--- config.mk ---
export PLATFORM = sky130hd
export DESIGN_NAME = hla_lane_ctrl
export DESIGN_NICKNAME = d
export VERILOG_FILES = /design/src/verilog/hla_pkg.sv /design/src/verilog/hla_lane_ctrl.sv /design/src/verilog/hla_sync.sv
export SDC_FILE = /design/constraint.sdc
export NUM_CORES = 1
export LEC_CHECK = 0
export ABC_AREA = 1
export ABC_CLOCK_PERIOD_IN_PS = 2900
export BUFFER_PORTS_ARGS = -buffer_cell sky130_fd_sc_hd__buf_4
export CORE_UTILIZATION = 25
export DETAILED_ROUTE_END_ITERATION = 6
export GPL_TIMING_DRIVEN = 0
export PLACE_DENSITY_LB_ADDON = 0.2
export SETUP_SLACK_MARGIN = 0.15
export SLEW_MARGIN = 0
export SYNTH_ARGS = -nofsm -noshare
export SYNTH_HDL_FRONTEND = slang
export SYNTH_SLANG_ARGS = --single-unit
--- constraint.sdc ---
create_clock -name sys_clk -period 2.9 [get_ports sys_clk]
set_clock_uncertainty 0.15 [all_clocks]
set_input_delay 0 -clock sys_clk [delete_from_list [all_inputs] [get_ports sys_clk]]
set_output_delay 0 -clock sys_clk [all_outputs]
set_load 0.02 [all_outputs]
--- src/verilog/hla_pkg.sv ---
// Contract
// - Controller drives step enable in word domain
// - Step up when 1, down when 0
// - Controller supplies transmit word, up to ten
// - Protocol logic lives outside the lane
// - Data lanes clocked only within group
// - One clock lane, 1/2/4/8 data lanes
// - Up to eighteen receive channels
// - At most eight data lanes per channel
// - Transmitter initiates all communication
// - One transmit lane may be bidirectional
// - Receive clock lane position is dedicated
// - Same serialization factor both directions
package hla_pkg;
    localparam int unsigned WORD_W      = 10;
    localparam int unsigned TAP_W       = 6;
    localparam int unsigned HS_FACTOR   = 8;
    localparam int unsigned SYNC_STAGES = 2;
    localparam int unsigned CLEAR_LEN   = 4;
    localparam int unsigned LOCK_WAIT   = 1024;
    localparam int unsigned CNT_W       = 11;
    localparam int unsigned STEP_LEN    = 2;
    localparam int unsigned MAX_LANES   = 8;
    localparam int unsigned MAX_CHANNELS = 18;
    localparam logic [1:0] MODE_STATIC  = 2'h0;
    localparam logic [1:0] MODE_DYNAMIC = 2'h1;
    localparam logic [1:0] MODE_ALIGN   = 2'h2;

    typedef enum logic [4:0] {
        ST_IDLE  = 5'h01,
        ST_CLEAR = 5'h02,
        ST_TRAIN = 5'h04,
        ST_LOCK  = 5'h08,
        ST_STEP  = 5'h10
    } hla_state_type;

    typedef struct packed {
        logic             step_enable;
        logic             step_up;
        logic             counter_clear;
        logic             serializer_clear;
        logic             rx_path_clear;
        logic [WORD_W-1:0] tx_word;
    } hla_lane_ctl_type;

    typedef struct packed {
        logic [1:0]        mode;
        logic              go;
        logic              step_req;
        logic              step_dir;
        logic              clear_req;
        logic              tx_clear_req;
        logic              rx_clear_req;
        logic [WORD_W-1:0] tx_word;
    } hla_user_cmd_type;
endpackage

--- src/verilog/hla_lane_ctrl.sv ---
`timescale 1ns/1ps
module hla_lane_ctrl (
    input  wire logic                          sys_clk,
    input  wire logic                          rst_n,
    input  wire logic                          word_clock,
    input  wire logic                          lane_lock,
    input  wire logic [hla_pkg::TAP_W-1:0]     final_tap_readback,
    input  wire logic [hla_pkg::WORD_W-1:0]    rx_word,
    input  wire hla_pkg::hla_user_cmd_type     cmd,
    output hla_pkg::hla_lane_ctl_type          lane_ctl,
    output logic                               locked,
    output logic [hla_pkg::TAP_W-1:0]          tap_value,
    output logic                               tap_valid,
    output logic [hla_pkg::WORD_W-1:0]         rx_data,
    output logic                               rx_valid,
    output logic                               step_done,
    output logic                               lock_timeout,
    output logic                               busy
);
    // ****************************************
    // Inputs from the lane domain
    // ****************************************
    localparam int unsigned SW = 2 + hla_pkg::TAP_W + hla_pkg::WORD_W;
    logic [SW-1:0] sync_q;
    logic          wclk_s;
    logic          lock_s;
    logic [hla_pkg::TAP_W-1:0]  tap_s;
    logic [hla_pkg::WORD_W-1:0] rxw_s;

    hla_sync #(.W(SW)) u_sync (
        .sys_clk  (sys_clk),
        .rst_n    (rst_n),
        .async_in ({word_clock, lane_lock, final_tap_readback, rx_word}),
        .sync_out (sync_q)
    );
    assign {wclk_s, lock_s, tap_s, rxw_s} = sync_q;

    // ****************************************
    // State
    // ****************************************
    typedef struct packed {
        hla_pkg::hla_state_type        state;
        logic [1:0]                    mode;
        logic                          wclk_d;
        logic [hla_pkg::CNT_W-1:0]     cnt;
        logic                          hold_dir;
        hla_pkg::hla_lane_ctl_type     ctl;
        logic                          locked;
        logic [hla_pkg::TAP_W-1:0]     tap;
        logic                          tap_valid;
        logic [hla_pkg::WORD_W-1:0]    rx_data;
        logic                          rx_valid;
        logic                          step_done;
        logic                          timeout;
        logic [hla_pkg::CNT_W-1:0]     tx_clr_cnt;
        logic [hla_pkg::CNT_W-1:0]     rx_clr_cnt;
        logic                          busy;
    } hla_ctrl_st_type;

    hla_ctrl_st_type st;
    hla_ctrl_st_type next_st;
    logic            wrise;

    function automatic logic [hla_pkg::CNT_W-1:0] dec_sat(
        input logic [hla_pkg::CNT_W-1:0] v);
        dec_sat = (v == '0) ? v : v - 11'h001;
    endfunction

    assign wrise = wclk_s & ~st.wclk_d;

    always_comb begin
        next_st           = st;
        next_st.wclk_d    = wclk_s;
        next_st.step_done = 1'b0;
        next_st.rx_valid  = 1'b0;
        // Lane inputs change only at word clock edges; drive on our sampled rise
        if (wrise) begin
            next_st.ctl.tx_word = cmd.tx_word;
            next_st.rx_data     = rxw_s;
            next_st.rx_valid    = 1'b1;
            next_st.tx_clr_cnt  = dec_sat(st.tx_clr_cnt);
            next_st.rx_clr_cnt  = dec_sat(st.rx_clr_cnt);
        end
        // Clears held several word clocks so the slow lane domain sees them
        if (cmd.tx_clear_req) begin
            next_st.tx_clr_cnt = 11'(hla_pkg::CLEAR_LEN);
        end
        if (cmd.rx_clear_req) begin
            next_st.rx_clr_cnt = 11'(hla_pkg::CLEAR_LEN);
        end
        next_st.ctl.serializer_clear = (next_st.tx_clr_cnt != '0);
        next_st.ctl.rx_path_clear    = (next_st.rx_clr_cnt != '0);
        case (st.state)
            hla_pkg::ST_IDLE: begin
                next_st.ctl.step_enable   = 1'b0;
                next_st.ctl.counter_clear = 1'b0;
                if (cmd.go) begin
                    next_st.mode     = cmd.mode;
                    next_st.locked   = 1'b0;
                    next_st.tap_valid = 1'b0;
                    next_st.timeout  = 1'b0;
                    next_st.cnt      = 11'(hla_pkg::CLEAR_LEN);
                    next_st.state    = hla_pkg::ST_CLEAR;
                end else if (cmd.clear_req) begin
                    // Keeps the latched mode, so an aligner retrains after it
                    next_st.locked    = 1'b0;
                    next_st.tap_valid = 1'b0;
                    next_st.cnt       = 11'(hla_pkg::CLEAR_LEN);
                    next_st.state     = hla_pkg::ST_CLEAR;
                end else if (cmd.step_req && st.mode == hla_pkg::MODE_DYNAMIC) begin
                    next_st.hold_dir = cmd.step_dir;
                    next_st.cnt      = 11'(hla_pkg::STEP_LEN);
                    next_st.state    = hla_pkg::ST_STEP;
                end
            end
            hla_pkg::ST_CLEAR: begin
                next_st.ctl.counter_clear = 1'b1;
                next_st.locked = 1'b0;
                if (wrise) begin
                    next_st.cnt = st.cnt - 11'h001;
                    if (st.cnt == 11'h001) begin
                        next_st.ctl.counter_clear = 1'b0;
                        next_st.cnt = 11'(hla_pkg::LOCK_WAIT);
                        next_st.state = (st.mode == hla_pkg::MODE_ALIGN) ?
                                        hla_pkg::ST_TRAIN : hla_pkg::ST_IDLE;
                    end
                end
            end
            hla_pkg::ST_TRAIN: begin
                // Enable runs the aligner; direction is meaningless here
                next_st.ctl.step_enable = 1'b1;
                next_st.ctl.step_up     = 1'b0;
                if (lock_s) begin
                    next_st.locked = 1'b1;
                    next_st.tap    = tap_s;
                    next_st.tap_valid = 1'b1;
                    next_st.state  = hla_pkg::ST_LOCK;
                end else if (wrise) begin
                    next_st.cnt = st.cnt - 11'h001;
                    if (st.cnt == 11'h001) begin
                        next_st.timeout = 1'b1;
                        next_st.ctl.step_enable = 1'b0;
                        next_st.state = hla_pkg::ST_IDLE;
                    end
                end
            end
            hla_pkg::ST_LOCK: begin
                next_st.tap = tap_s;
                if (!lock_s) begin
                    next_st.locked = 1'b0;
                    next_st.tap_valid = 1'b0;
                    next_st.cnt = 11'(hla_pkg::LOCK_WAIT);
                    next_st.state = hla_pkg::ST_TRAIN;
                end else if (cmd.go) begin
                    next_st.locked = 1'b0;
                    next_st.tap_valid = 1'b0;
                    next_st.timeout = 1'b0;
                    next_st.ctl.step_enable = 1'b0;
                    next_st.mode = cmd.mode;
                    next_st.cnt = 11'(hla_pkg::CLEAR_LEN);
                    next_st.state = hla_pkg::ST_CLEAR;
                end
            end
            hla_pkg::ST_STEP: begin
                // One step: enable high for exactly one word clock period
                next_st.ctl.step_up = st.hold_dir;
                if (wrise) begin
                    next_st.cnt = st.cnt - 11'h001;
                    next_st.ctl.step_enable = (st.cnt == 11'(hla_pkg::STEP_LEN));
                    if (st.cnt == 11'h001) begin
                        next_st.ctl.step_enable = 1'b0;
                        next_st.step_done = 1'b1;
                        next_st.state = hla_pkg::ST_IDLE;
                    end
                end
            end
            default: begin
                next_st.state = hla_pkg::ST_IDLE;
            end
        endcase
        next_st.busy = (next_st.state != hla_pkg::ST_IDLE);
    end

    always_ff @(posedge sys_clk or negedge rst_n) begin
        if (!rst_n) begin
            st       <= '0;
            st.state <= hla_pkg::ST_IDLE;
        end else begin
            st <= next_st;
        end
    end

    assign lane_ctl     = st.ctl;
    assign locked       = st.locked;
    assign tap_value    = st.tap;
    assign tap_valid    = st.tap_valid;
    assign rx_data      = st.rx_data;
    assign rx_valid     = st.rx_valid;
    assign step_done    = st.step_done;
    assign lock_timeout = st.timeout;
    assign busy         = st.busy;

    // ****************************************
    // Checks
    // ****************************************
    property p_lock_needs_lane;
        @(posedge sys_clk) disable iff (!rst_n)
        $rose(st.locked) |-> $past(lock_s) && $past(st.state) == hla_pkg::ST_TRAIN;
    endproperty
    a_lock_needs_lane: assert property (p_lock_needs_lane)
        else $error("locked rose without lane lock");

    property p_enable_in_train;
        @(posedge sys_clk) disable iff (!rst_n)
        st.state == hla_pkg::ST_TRAIN |-> ##1 st.ctl.step_enable || st.state != hla_pkg::ST_TRAIN;
    endproperty
    a_enable_in_train: assert property (p_enable_in_train)
        else $error("aligner not enabled while training");

    property p_dir_stable;
        @(posedge sys_clk) disable iff (!rst_n)
        st.ctl.step_enable && st.state == hla_pkg::ST_STEP |-> st.ctl.step_up == st.hold_dir;
    endproperty
    a_dir_stable: assert property (p_dir_stable)
        else $error("step direction wrong during step");

    property p_clear_seen;
        @(posedge sys_clk) disable iff (!rst_n)
        st.state == hla_pkg::ST_IDLE && cmd.go |-> ##2 st.ctl.counter_clear;
    endproperty
    a_clear_seen: assert property (p_clear_seen)
        else $error("counter clear not raised after go");

    property p_tap_valid_locked;
        @(posedge sys_clk) disable iff (!rst_n)
        st.tap_valid |-> st.locked && st.tap == $past(tap_s);
    endproperty
    a_tap_valid_locked: assert property (p_tap_valid_locked)
        else $error("tap valid without lock");

    property p_tx_word;
        @(posedge sys_clk) disable iff (!rst_n)
        wrise |=> st.ctl.tx_word == $past(cmd.tx_word);
    endproperty
    a_tx_word: assert property (p_tx_word)
        else $error("tx word not taken at word edge");

    property p_ser_clear;
        @(posedge sys_clk) disable iff (!rst_n)
        cmd.tx_clear_req |=> st.ctl.serializer_clear [*2];
    endproperty
    a_ser_clear: assert property (p_ser_clear)
        else $error("serializer clear too short");

    property p_rx_clear;
        @(posedge sys_clk) disable iff (!rst_n)
        cmd.rx_clear_req |=> st.ctl.rx_path_clear;
    endproperty
    a_rx_clear: assert property (p_rx_clear)
        else $error("rx clear not raised");

    property p_lock_low_clear;
        @(posedge sys_clk) disable iff (!rst_n)
        st.ctl.counter_clear |-> !st.locked;
    endproperty
    a_lock_low_clear: assert property (p_lock_low_clear)
        else $error("lock high during aligner reset");

    property p_step_refused;
        @(posedge sys_clk) disable iff (!rst_n)
        st.state == hla_pkg::ST_IDLE && cmd.step_req && !cmd.go && !cmd.clear_req &&
            st.mode != hla_pkg::MODE_DYNAMIC |=> st.state == hla_pkg::ST_IDLE;
    endproperty
    a_step_refused: assert property (p_step_refused)
        else $error("step accepted outside dynamic mode");

    property p_enable_idle;
        @(posedge sys_clk) disable iff (!rst_n)
        st.state == hla_pkg::ST_IDLE |-> !st.ctl.step_enable;
    endproperty
    a_enable_idle: assert property (p_enable_idle)
        else $error("step enable high while idle");

    property p_timeout_train;
        @(posedge sys_clk) disable iff (!rst_n)
        $rose(st.timeout) |-> $past(st.state) == hla_pkg::ST_TRAIN && !st.locked;
    endproperty
    a_timeout_train: assert property (p_timeout_train)
        else $error("timeout outside training or with lock");

    property p_rx_word;
        @(posedge sys_clk) disable iff (!rst_n)
        wrise |=> st.rx_valid && st.rx_data == $past(rxw_s);
    endproperty
    a_rx_word: assert property (p_rx_word)
        else $error("received word not taken at word edge");

    property p_step_once;
        @(posedge sys_clk) disable iff (!rst_n)
        st.step_done |-> !st.ctl.step_enable && st.state == hla_pkg::ST_IDLE;
    endproperty
    a_step_once: assert property (p_step_once)
        else $error("step enable still high at step done");

    c_lock: cover property (@(posedge sys_clk) disable iff (!rst_n) $rose(st.locked));
    c_step: cover property (@(posedge sys_clk) disable iff (!rst_n) st.step_done);
    c_tout: cover property (@(posedge sys_clk) disable iff (!rst_n) $rose(st.timeout));
    c_refuse: cover property (@(posedge sys_clk) disable iff (!rst_n)
        st.state == hla_pkg::ST_IDLE && cmd.step_req && st.mode != hla_pkg::MODE_DYNAMIC);
    c_tx_clear: cover property (@(posedge sys_clk) disable iff (!rst_n)
        $rose(st.ctl.serializer_clear));
endmodule

--- src/verilog/hla_sync.sv ---
`timescale 1ns/1ps
module hla_sync #(
    parameter int unsigned W = 1
) (
    input  wire logic         sys_clk,
    input  wire logic         rst_n,
    input  wire logic [W-1:0] async_in,
    output logic      [W-1:0] sync_out
);
    typedef struct packed {
        logic [W-1:0] meta;
        logic [W-1:0] stable;
    } hla_sync_st_type;

    hla_sync_st_type st;
    hla_sync_st_type next_st;

    always_comb begin
        next_st        = st;
        next_st.meta   = async_in;
        next_st.stable = st.meta;
    end

    always_ff @(posedge sys_clk or negedge rst_n) begin
        if (!rst_n) begin
            st <= '0;
        end else begin
            st <= next_st;
        end
    end

    assign sync_out = st.stable;
endmodule

==> results.cfg <==
[outcome]
status = finished, final reports clean

[timing]
finalSetupViolations = 0
period_share_pct = 89.8
hold_viol_final = 0
timing_max_transition_violations_final = 0
worstMarginPinSlew_ns = 0.635
slew-limit-headroom_pct = 57.7
finalSetupTns_ns = 0
min_period_ns = 2.60
grt_setup_unrepaired = false
clock.fmax_mhz = 384

[run]
maxCapViolations = 0

[placed_design]
detailed_place_hpwl_mm = 8.69
routabilityCongestion = 0.791
port_buffers = 74

[clock_network]
path_clk_slew_ns = 0.06
cts-resized-gates = 0
tritoncts_num_sinks = 115
cts_root_buffer = sky130_fd_sc_hd__clkbuf_16
worst_skew_pair.late_latency_ns = 0.41
tritoncts_clock_tree = yes
cts_hold_repair.buffers = 43
clock_tree.buffer_depth = 2
cts.repair_timing.setup_buffer_count = 0
cts_inserted_buffers = 17
clock_tree.htree_level_count = 4

[setup_path]
cp_arrival_ns = 2.75
worstPathRequired_ns = 3.05
crit_path_end_kind = flip-flop
worst_path_largest_cell_delay_ns = 0.56
crit_path_frequent_cell = sky130_fd_sc_hd__nor2_1
category_of_the_worst_setup_path_launch_point = flip-flop
critPathTopFamily = simple AND/OR/NAND/NOR gates
cp_cell_instances = inv_1 > nor2_1 > nand3_1 > nand2_2 > nand2_1 > nor2_1 > mux2_2 > dlygate4sd3_1
timing.critical_path.slowest_stage_cell = sky130_fd_sc_hd__dfstp_2
timing_worst_setup_path_type = reg -> reg
worstPathMaxFanout = 5
critical_path.n_buffers_inverters = 2

[power]
clock_power_share_pct = 35.6
power.leakage_nw = 3.94
power_switching_w = 0.00197
vdd_ir_drop_max_mv = 0.421
power.total_w = 0.00560
cell_internal_pwr_w = 0.00363
power.share.switching_pct = 35.3
cellPowerDensity_nw_per_um2 = 761
power_share_of_the_combinational_group_pct = 29.8
power.sequential.fraction_pct = 34.6

[logic_synthesis]
post_synth_instance_area_sq_um = 5430
post_synth.cell_area_avg_sq_um = 8.49
yosys_most_used_dff = sky130_fd_sc_hd__dfrtp_1
synth.area.top_cells = sky130_fd_sc_hd__dfrtp_1 53%, sky130_fd_sc_hd__nand2_1 13%, sky130_fd_sc_hd__inv_1 5.6%, sky130_fd_sc_hd__nand3_1 5.2%, sky130_fd_sc_hd__buf_4 4.3%
ys_ff_latch = 115
syn-instance-count = 639
ys_seq_area_share_pct = 53.1
synth.top_cell.area_share_pct = 52.6
synth_edf_count = 0
asyncSetResetFlopFracSynth_pct = 100
postSynthNetCount = 682
yosys.area.top_type = sky130_fd_sc_hd__dfrtp_1
synth_warnings = 0
number_of_distinct_standard_cells_referenced_by_the_synthesized_netlist = 38

[die]
floorplan.io_pins = 75
fp-row-count = 53
fp.dieArea_sq_um = 22300
initial_core_util_pct = 25.7
die_h_microns = 149
fp.coreArea_sq_um = 21200
die_w_microns = 149

[detailed_routing]
ant_nets = 0
pre_repair_dr_iteration_count = 4
drt_wl_total_mm = 12.7
post_detailed_route_via_to_cell_ratio = 4.06
drt-wirelength-per-cell_microns = 12.0
remaining_drc_errors = 0
route.vias.total = 4325
initial_drt_markers = 259

[finish]
syn2layout_area_growth_pct = 35.6
antennaDiodeCount = 0
multi_input_gate_area_in_the_final_layout_sq_um = 1930
number_of_filler_cells_placed_in_the_layout = 2193
drive_above_1_share_pct = 22.1
finalNetCount = 819
register_area_sq_um = 2880

[global_route]
vias_in_the_first_global_route = 4419
grt_first_pass_wirelength_mm = 21.8
grt_antenna_before_repair = 0
total_global_routing_overflow = 0
grt_use_total_pct = 12.6
grt_start_max_net_pins = 93

[min_path]
worst_hold_path_type = in -> reg
[logic make-up after synthesis]
group / after synthesis / share of synthesized area (%)
AOI/OAI and AO/OA: 31 / 3.53
xor gates and xnor gates: 8 / 1.29
adders and majority gates: 5 / 1.15
buffers and inverters: 128 / 11.4
DFF: 115 / 53.1
muxes: 8 / 1.66
and+or+nand+nor: 344 / 27.9
[area by class of cell]
cell class	count	share of cell area (%)
Timing Repair Buffer	118	14.0
Multi-Input combinational cell	396	26.2
Sequential cell	115	39.1
Inverter	86	4.42
Clock inverter	15	1.80
Clock buffer	17	5.78
Tap cell	275	4.68
Buffer	42	3.98
[path summary, 6_finish.rpt]
check | startpoint | to | slack [ns] | depth (start not counted)
min | final_tap_readback[1] | u_sync.next_st[11] | 0.08 | 2
max | st[74] | st[73] | 0.30 | 8
min in group asynchronous | rst_n | st[6] | 0.48 | 4
max in group asynchronous | rst_n | st[74] | 1.61 | 4
min reg2reg | u_sync.next_st[0] | u_sync.sync_out[0] | 0.20 | 0
max reg2reg | st[74] | st[73] | 0.30 | 8
[stage by stage]
stage | cell area (sq um) | util, % | std cells | worst slack (ns) | hold WS (ns)
2_1_floorplan | 5430 | - | 639 | 1.03 | -0.446
3_3_place_gp | 6330 | 29.9 | 988 | 0.495 | -0.0406
3_5_place_dp | 6360 | 30.1 | 989 | 0.465 | -0.263
4_1_cts | 7360 | 34.8 | 1064 | 0.311 | 0.0567
5_1_grt | 7360 | 34.8 | 1064 | 0.205 | 0.0561
6_report | 7360 | 34.8 | 1064 | 0.296 | 0.0803
[placed cells by master (no fill, tap or decap), drive strengths merged]
cell type      n
mux2           8
a22o           1
nand2        195
ha             5
or2            1
o21ai         18
a21oi          6
nand3         58
xor2           8
dlygate4sd3   42
buf          113
dfrtp        114
o21bai         1
o211ai         2
clkinv         4
nand4         11
o31ai          1
nor2          64
clkbuf        22
o221ai         1
nand3b         7
inv           96
clkinvlp       1
dfstp          1
nor3           8
o2111ai        1
[Yosys cell counts, drive strengths merged, types with 2 or more instances]
cell type    n
nand2      195
clkinv       2
o211ai       2
o21ai       18
nand4       11
nor2        64
nand3b       7
nand3       58
buf         37
xor2         8
ha           5
a21oi        6
nor3         8
clkbuf       5
mux2         8
dfrtp      114
inv         84
[layer usage]
| metal | global-route usage, % | share of wire, % |
|---|---|---|
| met3 | 3.27 | 2.5 |
| met2 | 19.3 | 46 |
| met1 | 16.9 | 50 |
| met5 | 0 | 0 |
| met4 | 4.85 | 1.5 |
[sequential cells by signal (all words and copies together) (netlist names), 6 cells and up]
name / count
st: 42
u_sync.next_st: 18
u_sync.sync_out: 18
lane_ctl: 15
rx_data: 10
tap_value: 6
[power groups by stage]
stage               combinational (W)  clock, W  sequential (W)
floorplan                     0.00118         0         0.00194
detailed placement            0.00161         0         0.00196
global route                  0.00188   0.00215         0.00197
finish                        0.00167   0.00200         0.00194
CTS                           0.00169   0.00207         0.00194
global placement              0.00160         0         0.00196
Power figures use the tool's default switching activity.
